$ cat config.mk
export PLATFORM = sky130hd
export DESIGN_NAME = tec_trigger_combiner
export DESIGN_NICKNAME = d
export VERILOG_FILES = /design/src/tec_pkg.sv /design/src/tec_wp_if.sv /design/src/tec_trigger_combiner.sv /design/src/tec_wp_unit.sv
export SDC_FILE = /design/constraint.sdc
export NUM_CORES = 1
export LEC_CHECK = 0
export ABC_CLOCK_PERIOD_IN_PS = 13200
export BUFFER_PORTS_ARGS = -buffer_cell sky130_fd_sc_hd__buf_2
export CAP_MARGIN = 20
export CORE_MARGIN = 2
export CORE_UTILIZATION = 65
export CTS_CLUSTER_DIAMETER = 80
export DETAILED_ROUTE_END_ITERATION = 6
export PLACE_DENSITY = 0.85
export SYNTH_ARGS = -nofsm -noshare
export SYNTH_HDL_FRONTEND = slang
export SYNTH_HIERARCHICAL = 1
export SYNTH_SLANG_ARGS = --single-unit
$ cat constraint.sdc
create_clock -name I_CLOCK -period 13.2 [get_ports I_CLOCK]
set_clock_uncertainty 0.15 [all_clocks]
set_input_delay 3.3 -clock I_CLOCK [delete_from_list [all_inputs] [get_ports I_CLOCK]]
set_output_delay 3.3 -clock I_CLOCK [all_outputs]
set_load 0.03 [all_outputs]
$ cat src/tec_pkg.sv
// Shared constants for the trigger event combiner: sizes, chain layout and TAP states.
// Assumes one sampling clock; all users refer to names as tec_pkg::name.
package tec_pkg;

    // ==========================================================
    // Sizes
    localparam int NUM_BP = 4;   // Breakpoint units
    localparam int COND_W = 8;   // Branch condition bits per breakpoint
    localparam int NUM_WP = 2;   // Watchpoint units
    localparam int WATCH_W = 8;  // Monitored bits per watchpoint

    // ==========================================================
    // Watchpoint modes
    localparam logic MODE_EQUAL = 1'b0; // Fire while signal equals value A
    localparam logic MODE_TRANS = 1'b1; // Fire on step from value A to value B

    // ==========================================================
    // Configuration chain layout, bit 0 is shifted out first
    localparam int OFS_BP_ACT = 0;
    localparam int OFS_BP_MASK = OFS_BP_ACT + NUM_BP;
    localparam int OFS_BP_POL = OFS_BP_MASK + NUM_BP * COND_W;
    localparam int OFS_WP_ACT = OFS_BP_POL + NUM_BP * COND_W;
    localparam int OFS_WP_MODE = OFS_WP_ACT + NUM_WP;
    localparam int OFS_WP_VA = OFS_WP_MODE + NUM_WP;
    localparam int OFS_WP_VB = OFS_WP_VA + NUM_WP * WATCH_W;
    localparam int CHAIN_W = OFS_WP_VB + NUM_WP * WATCH_W;
    localparam logic [CHAIN_W-1:0] CHAIN_RESET = '0; // Nothing activated after reset

    // ==========================================================
    // Soft TAP controller states
    typedef enum logic [3:0] {
        TAP_RESET = 4'h0,
        TAP_IDLE = 4'h1,
        TAP_SEL_DR = 4'h2,
        TAP_CAP_DR = 4'h3,
        TAP_SH_DR = 4'h4,
        TAP_EX1_DR = 4'h5,
        TAP_PAU_DR = 4'h6,
        TAP_EX2_DR = 4'h7,
        TAP_UPD_DR = 4'h8,
        TAP_SEL_IR = 4'h9,
        TAP_CAP_IR = 4'hA,
        TAP_SH_IR = 4'hB,
        TAP_EX1_IR = 4'hC,
        TAP_PAU_IR = 4'hD,
        TAP_EX2_IR = 4'hE,
        TAP_UPD_IR = 4'hF
    } tec_tap_e;

endpackage

$ cat src/tec_wp_if.sv
// Carrier between the combiner and one watchpoint unit.
// Assumes the combiner drives configuration and the monitored signal set.
interface tec_wp_if;
    logic act;                              // Watchpoint activated
    logic mode;                             // Equal or transition mode
    logic [tec_pkg::WATCH_W-1:0] val_a;     // Compare value or from value
    logic [tec_pkg::WATCH_W-1:0] val_b;     // To value
    logic [tec_pkg::WATCH_W-1:0] sig;       // Monitored signal set
    logic hit;                              // Unit event

    modport unit (input act, input mode, input val_a, input val_b, input sig, output hit);
    modport combiner (output act, output mode, output val_a, output val_b, output sig,
                      input hit);
endinterface

$ cat src/tec_trigger_combiner.sv
// Trigger event combiner: breakpoints, watchpoints, master trigger and JTAG config chain.
// Assumes TCK, TMS and TDI are already synchronous to I_CLOCK and far slower than it.
//
// Overview of operation
// (RULE1) Breakpoint fires while its branch is selected
// (RULE2) Nested branch ANDs all enclosing conditions, else negated
// (RULE3) Watchpoint fires on value or transition
// (RULE4) Watchpoint compares whole signal set as one
// (RULE5) Activated breakpoints are ORed together
// (RULE6) Activated watchpoints are ANDed together
// (RULE7) Breakpoint OR ANDed with watchpoint AND triggers
// (RULE8) Config via built-in or soft TAP
// (RULE9) Empty group counts as true; with both groups empty there is no trigger
module tec_trigger_combiner #(
    parameter bit USE_SOFT_TAP = 1'b0 // 1: soft TAP on TMS/TDI, 0: built-in TAP user strobes
) (
    input wire logic I_CLOCK,
    input wire logic I_RESET,
    input wire logic I_TCK,
    input wire logic I_TMS,
    input wire logic I_TDI,
    input wire logic I_USER_SHIFT,
    input wire logic I_USER_UPDATE,
    input wire logic [tec_pkg::NUM_BP*tec_pkg::COND_W-1:0] I_COND,
    input wire logic [tec_pkg::NUM_WP*tec_pkg::WATCH_W-1:0] I_WATCH,
    output logic O_TDO,
    output logic O_TRIGGER,
    output logic [tec_pkg::NUM_BP-1:0] O_BP_EVENT,
    output logic [tec_pkg::NUM_WP-1:0] O_WP_EVENT
);

    localparam int NBP = tec_pkg::NUM_BP;
    localparam int NWP = tec_pkg::NUM_WP;
    localparam int CW = tec_pkg::COND_W;
    localparam int WW = tec_pkg::WATCH_W;
    localparam int CHW = tec_pkg::CHAIN_W;

    // ==========================================================
    // JTAG front end
    logic tck_q;                     // TCK one sample back, for edge detection
    logic upd_q;                     // Built-in update strobe one sample back
    tec_pkg::tec_tap_e tap_state;    // Soft TAP state
    tec_pkg::tec_tap_e next_tap_state;
    logic [CHW-1:0] chain;           // Shift stage; activation does not move while shifting
    logic [CHW-1:0] cfg;             // Live configuration, loaded on update

    wire logic tck_rise = I_TCK && !tck_q;
    wire logic soft_shift = tck_rise && (tap_state == tec_pkg::TAP_SH_DR);
    wire logic soft_upd = tck_rise && I_TMS &&
        ((tap_state == tec_pkg::TAP_EX1_DR) || (tap_state == tec_pkg::TAP_EX2_DR));
    wire logic hard_shift = tck_rise && I_USER_SHIFT;
    wire logic hard_upd = I_USER_UPDATE && !upd_q;
    // Interface chosen at build time, not at run time
    wire logic shift_en = USE_SOFT_TAP ? soft_shift : hard_shift; // RULE8
    wire logic update_en = USE_SOFT_TAP ? soft_upd : hard_upd;   // RULE8

    // Soft TAP next state, walked on TMS at each TCK rise
    always_comb begin
        next_tap_state = tap_state;
        case (tap_state)
            tec_pkg::TAP_RESET: next_tap_state = I_TMS ? tec_pkg::TAP_RESET : tec_pkg::TAP_IDLE;
            tec_pkg::TAP_IDLE: next_tap_state = I_TMS ? tec_pkg::TAP_SEL_DR : tec_pkg::TAP_IDLE;
            tec_pkg::TAP_SEL_DR: next_tap_state = I_TMS ? tec_pkg::TAP_SEL_IR : tec_pkg::TAP_CAP_DR;
            tec_pkg::TAP_CAP_DR: next_tap_state = I_TMS ? tec_pkg::TAP_EX1_DR : tec_pkg::TAP_SH_DR;
            tec_pkg::TAP_SH_DR: next_tap_state = I_TMS ? tec_pkg::TAP_EX1_DR : tec_pkg::TAP_SH_DR;
            tec_pkg::TAP_EX1_DR: next_tap_state = I_TMS ? tec_pkg::TAP_UPD_DR : tec_pkg::TAP_PAU_DR;
            tec_pkg::TAP_PAU_DR: next_tap_state = I_TMS ? tec_pkg::TAP_EX2_DR : tec_pkg::TAP_PAU_DR;
            tec_pkg::TAP_EX2_DR: next_tap_state = I_TMS ? tec_pkg::TAP_UPD_DR : tec_pkg::TAP_SH_DR;
            tec_pkg::TAP_UPD_DR: next_tap_state = I_TMS ? tec_pkg::TAP_SEL_DR : tec_pkg::TAP_IDLE;
            tec_pkg::TAP_SEL_IR: next_tap_state = I_TMS ? tec_pkg::TAP_RESET : tec_pkg::TAP_CAP_IR;
            tec_pkg::TAP_CAP_IR: next_tap_state = I_TMS ? tec_pkg::TAP_EX1_IR : tec_pkg::TAP_SH_IR;
            tec_pkg::TAP_SH_IR: next_tap_state = I_TMS ? tec_pkg::TAP_EX1_IR : tec_pkg::TAP_SH_IR;
            tec_pkg::TAP_EX1_IR: next_tap_state = I_TMS ? tec_pkg::TAP_UPD_IR : tec_pkg::TAP_PAU_IR;
            tec_pkg::TAP_PAU_IR: next_tap_state = I_TMS ? tec_pkg::TAP_EX2_IR : tec_pkg::TAP_PAU_IR;
            tec_pkg::TAP_EX2_IR: next_tap_state = I_TMS ? tec_pkg::TAP_UPD_IR : tec_pkg::TAP_SH_IR;
            tec_pkg::TAP_UPD_IR: next_tap_state = I_TMS ? tec_pkg::TAP_SEL_DR : tec_pkg::TAP_IDLE;
            default: next_tap_state = tec_pkg::TAP_RESET;
        endcase
    end

    // Edge history and TAP state; instruction register is absent, one data path only
    always_ff @(posedge I_CLOCK or posedge I_RESET) begin
        if (I_RESET) begin
            tck_q <= 1'b0;
            upd_q <= 1'b0;
            tap_state <= tec_pkg::TAP_RESET;
        end else begin
            tck_q <= I_TCK;
            upd_q <= I_USER_UPDATE;
            if (tck_rise) begin
                tap_state <= next_tap_state;
            end
        end
    end

    // Shift and update; TDO shows the bit leaving the chain
    always_ff @(posedge I_CLOCK or posedge I_RESET) begin
        if (I_RESET) begin
            chain <= tec_pkg::CHAIN_RESET;
            cfg <= tec_pkg::CHAIN_RESET;
            O_TDO <= 1'b0;
        end else begin
            if (shift_en) begin
                chain <= {I_TDI, chain[CHW-1:1]}; // RULE8
            end
            if (update_en) begin
                cfg <= chain; // RULE8
            end
            O_TDO <= chain[0];
        end
    end

    // ==========================================================
    // Configuration fields
    wire logic [NBP-1:0] bp_act = cfg[tec_pkg::OFS_BP_ACT +: NBP];
    wire logic [NWP-1:0] wp_act = cfg[tec_pkg::OFS_WP_ACT +: NWP];
    logic [NBP-1:0] bp_hit; // Raw breakpoint events
    logic [NWP-1:0] wp_hit; // Raw watchpoint events

    // ==========================================================
    // Breakpoints and watchpoints
    generate
        for (genvar i = 0; i < NBP; i++) begin : g_bp
            // Mask selects enclosing conditions; polarity 1 for if side, 0 for else side
            wire logic [CW-1:0] mask = cfg[tec_pkg::OFS_BP_MASK + i*CW +: CW];
            wire logic [CW-1:0] pol = cfg[tec_pkg::OFS_BP_POL + i*CW +: CW];
            wire logic [CW-1:0] cond = I_COND[i*CW +: CW];
            assign bp_hit[i] = &(~mask | ~(cond ^ pol)); // RULE1 RULE2
        end
        for (genvar j = 0; j < NWP; j++) begin : g_wp
            tec_wp_if u_if();
            assign u_if.act = wp_act[j];
            assign u_if.mode = cfg[tec_pkg::OFS_WP_MODE + j];
            assign u_if.val_a = cfg[tec_pkg::OFS_WP_VA + j*WW +: WW];
            assign u_if.val_b = cfg[tec_pkg::OFS_WP_VB + j*WW +: WW];
            assign u_if.sig = I_WATCH[j*WW +: WW];
            assign wp_hit[j] = u_if.hit;
            tec_wp_unit u_wp (
                .i_clock(I_CLOCK),
                .i_reset(I_RESET),
                .wp(u_if.unit)
            );
        end
    endgenerate

    // ==========================================================
    // Combining; an empty group passes, but with nothing activated there is no trigger
    wire logic any_bp = |bp_act;
    wire logic any_wp = |wp_act;
    wire logic bp_or = |(bp_act & bp_hit);          // RULE5
    wire logic wp_and = &(~wp_act | wp_hit);        // RULE6
    wire logic bp_ok = any_bp ? bp_or : 1'b1;       // RULE9
    wire logic next_trigger = bp_ok && wp_and && (any_bp || any_wp); // RULE7

    // Registered outputs towards the sample buffer and counter
    always_ff @(posedge I_CLOCK or posedge I_RESET) begin
        if (I_RESET) begin
            O_TRIGGER <= 1'b0;
            O_BP_EVENT <= '0;
            O_WP_EVENT <= '0;
        end else begin
            O_TRIGGER <= next_trigger; // RULE7
            O_BP_EVENT <= bp_act & bp_hit;
            O_WP_EVENT <= wp_act & wp_hit;
        end
    end
endmodule // tec_trigger_combiner

$ cat src/tec_wp_unit.sv
// One watchpoint unit: value match or value transition over a signal set.
// Assumes the monitored set is synchronous to the sampling clock.
module tec_wp_unit (
    input wire logic i_clock,
    input wire logic i_reset,
    tec_wp_if.unit wp
);

    // ==========================================================
    // Previous sample of the monitored set
    logic [tec_pkg::WATCH_W-1:0] prev; // Value one sampling cycle back
    logic prev_ok;                     // Prev holds a real sample, not the reset value

    // Whole set compared at once, never bit by bit
    wire logic now_a = (wp.sig == wp.val_a); // RULE4
    wire logic now_b = (wp.sig == wp.val_b);
    wire logic was_a = prev_ok && (prev == wp.val_a);

    // Mode select; event is valid whether or not the unit is activated
    assign wp.hit = (wp.mode == tec_pkg::MODE_EQUAL) ? now_a : (was_a && now_b); // RULE3

    // History register; prev_ok blocks a false transition out of reset
    always_ff @(posedge i_clock or posedge i_reset) begin
        if (i_reset) begin
            prev <= '0;
            prev_ok <= 1'b0;
        end else begin
            prev <= wp.sig;
            prev_ok <= 1'b1;
        end
    end
endmodule // tec_wp_unit

==> flow_results.org <==
** Outcome
- Run status :: complete, no violations

** STA
- Final Critical Period :: 5.02 ns
- Final worst-path setup slack :: 8.18 ns
- Setup Total Neg Slack :: 0 ns
- Derived from the worst setup path, the maximum achievable clock frequency is ~200 MHz.
- The final count of pins violating max slew was 0.
- Tcrit/Tclk final :: 38.0%
- Relative slew margins :: 25.9%
- Transition time at the pin with the least slew margin :: 1.11 ns
- Setup violations remaining at the end of the flow were counted as 0.
- The final count of hold timing violations is 0.
- Hold is met by 0.312 ns.
- Setup repair after global routing missed its margin :: false

** Finish
- The finished layout holds ~870 standard cells, fillers aside.
- After routing the design area is 0.0108 mm².
- The number of antenna diodes in the final layout is 0.
- At the end of the flow, the number of nets in the layout was 725.
- In the final layout, the share of cells above drive strength 1 is 25.0%.
- Relative to the synthesized area, the layout overhead comes to 14.7%.
- Number of inserted filler cells in the final layout :: 819

** Power
- PwrDens :: 147 mW/mm²
- Combinational cells account for 5.7% of the total power.
- Sequential group share of total power :: roughly 49%
- Net switching is between 20% and 30% of the power.
- Cell leakage power :: 0.00569 µW
- Net load switching power :: 338 µW
- The internal power of the cells totals 1250 µW.
- Maximum VDD drop :: 0.0000899 V
- The share of total power dissipated in the clock network is a little under half.

** Yosys
- Sequential cells were found to cover 62.4% of the synthesized design area.
- Top flip-flop cell by instance count after synthesis :: sky130_fd_sc_hd__dfrtp_1
- Post-Synthesis Mean Instance Area :: 15.7 µm²
- Flops & latches, synth :: 236
- Fraction of post-synthesis cell area in the top cell type by area :: 62.4%
- Summed instance area of the synthesized netlist :: 0.00946 mm²
- By area the synthesized netlist is led by sky130_fd_sc_hd__dfrtp_1 (62%), sky130_fd_sc_hd__mux2_1 (18%), sky130_fd_sc_hd__mux2_2 (6.7%), sky130_fd_sc_hd__xnor2_1 (4.3%), sky130_fd_sc_hd__xor2_1 (3.1%).
- Most used standard cells in the synthesized netlist :: sky130_fd_sc_hd__dfrtp_1 (236), sky130_fd_sc_hd__mux2_1 (152), sky130_fd_sc_hd__mux2_2 (56)
- Share of flip-flops with an asynchronous set or reset after synthesis :: 100%
- The cell count after synthesis came out at between 600 and 700.
- Number of enable flip-flop cells after synthesis :: 0
- Biggest area consumer among synthesized cells :: sky130_fd_sc_hd__dfrtp_1
- Yosys mapped the design onto 28 distinct sky130hd cell types.
- The Yosys step of the flow raised 6 warnings.
- Among all cell types in the netlist, the one instantiated most often is sky130_fd_sc_hd__dfrtp_1.
- Number of nets in the synthesized netlist :: 656

** Placed design
- Once placement completed, the tool counted placed cells totaling 827.
- Total of buffers placed on input and output ports :: 61
- OpenSTA, run right after detailed placement, puts the worst setup slack at 7.67 ns.
- Gpl congestion :: 0.765
- Half-perimeter wire length of the detailed placement result :: 10200 µm
- Placement-stage cell area :: roughly 0.01 mm²

** Drt
- Using the TritonRoute via totals, the vias-per-cell ratio works out to roughly 5.6.
- The detailed router placed 4919 vias in this run.
- DRC Markers :: 0
- For this block, the initial DRC count from the detailed router was 236.
- Total length of routed wires :: about 17000 µm
- Routed length per instance :: 19.0 µm
- Pre-Repair DR Iteration Count :: 4
- In this run the remaining antenna-violating nets after routing total 0.

** Floorplanning
- Die height :: ~120 µm
- Die width :: 125 µm
- Pin placement for this block handled 63 I/O pins.
- The die covers 0.0155 mm².
- Floorplan core area :: 0.0144 mm²
- Cell Rows :: 44
- Initial standard-cell utilization of the core :: 65.8%

** Global routing
- Wire length of the first global-routing pass :: 28300 µm
- Global routing finished with a remaining overflow of 0.
- Number of antenna violations at the first check in global routing :: 0
- Entering global routing, the biggest net connects about 140 pins.
- Vias in the first global route :: ~5500
- In the global route stage, overall resource usage came out at between 20% and 30%.

** Clocking
- Post-CTS setup buffer count :: 0
- The clock passes through at most 3 buffers.
- Clock tree synthesis found a total of between 200 and 250 sinks.
- Number of H-tree levels :: 1
- After clock tree synthesis, the repair step resized 0 gates.
- After clock tree synthesis, the clock-pin slew on the worst setup and hold paths is 0.07 ns.
- TritonCTS built the clock tree.
- The number of hold buffers added after CTS was 0.
- Clock latency on the worst-skew pair, taken at its later pin, is 0.51 ns.
- CTS root buf :: sky130_fd_sc_hd__clkbuf_16
- TritonCTS created 24 clock buffers.

** Worst setup path
- The worst setup path is captured at a register.
- STA classifies the critical path startpoint as a primary input.
- Category of the critical setup timing path :: primary input to register
- The largest single stage delay on the critical path is 0.94 ns.
- Crit path buf inv count :: 2
- Along the worst path, the maximum fanout reaches just over 80.
- Top delay family on crit path :: buffers and inverters
- Standard cell with the maximum stage delay on the critical path :: sky130_fd_sc_hd__buf_4
- Data arrival at the endpoint of the critical path :: ~5.3 ns
- Data required time of the critical path :: around 13 ns
- Traced cell by cell, the critical path runs through buf_2 -> nand3b_1 -> buf_4 -> mux2_1.

** Flow run
- Max Cap Violations :: 0

** Worst hold path
- Type of the most critical hold path :: register to register
## cells in the final DEF (no fill, tap or decap), drive strengths merged, types with 5 or more instances in the layout
master    n
buf      66
clkbuf   35
dfrtp   236
inv       5
mux2    208
nand4     8
nor4      5
xnor2    46
xor2     34
## flip-flops by register name, indices dropped and copies added (netlist names)
signal / flops
chain: 104
O_TRIGGER: 1
O_BP_EVENT: 4
O_WP_EVENT: 2
O_TDO: 1
upd_q: 1
g_wp.u_wp/prev_ok: 2
g_wp.u_wp/prev: 16
cfg: 104
tck_q: 1
## area by class of cell
class	instances	area, µm²	share of cell area (%)
clock buffer	35	723	6.67
inverter	5	26.3	0.242
timing repair buffer	66	383	3.53
multi-input combinational	337	3440	31.7
clock inverter	8	144	1.33
tap	184	230	2.12
sequential	236	5910	54.4
## routing by layer
metal	vias up	global-route usage, %	routed length (µm)
met5	-	0	0
met4	0	6.08	391
met3	32	3.91	522
met2	76	37.9	8300
met1	2551	30.4	7320
li1	2260	-	-
## per-stage QoR
step	total power, µW	util (%)
finish	1590	75.5
global route	1650	75.5
CTS	1600	75.3
detailed placement	876	69.3
global placement	869	69.1
floorplan	844	-
## power by group through the flow
stage               Combinational [µW]  Sequential, µW  Clock, µW
global route                       101             775        776
finish                            90.8             772        729
floorplan                         66.2             778          0
detailed placement                91.2             785          0
global placement                  86.4             783          0
CTS                               92.3             772        740
## path summary, 6_finish.rpt
check / from / to / slack [ns] / depth (start not counted)
max: I_TCK / chain[38]$_DFFE_PP0P_ / 8.18 / 4
min in group asynchronous: I_RESET / g_wp[1].u_wp/prev[1]$_DFF_PP0_ / 2.66 / 2
max in group asynchronous: I_RESET / cfg[44]$_DFFE_PP0P_ / 8.94 / 4
max reg2reg: tck_q$_DFF_PP0_ / chain[38]$_DFFE_PP0P_ / 10.75 / 3
min reg2reg: chain[0]$_DFFE_PP0P_ / O_TDO$_DFF_PP0_ / 0.31 / 0
min: chain[0]$_DFFE_PP0P_ / O_TDO$_DFF_PP0_ / 0.31 / 0
## kinds of logic after synthesis
kind of cell	Yosys count	synth area share, %
xor gates and xnor gates	80	7.41
AOI/OAI and AO/OA	16	1.84
and+or+nand+nor	31	2.16
DFF	236	62.4
buffers and inverters	28	1.35
other	2	0.0794
muxes	208	24.8
Note: power is estimated with default switching activity, not from simulation.
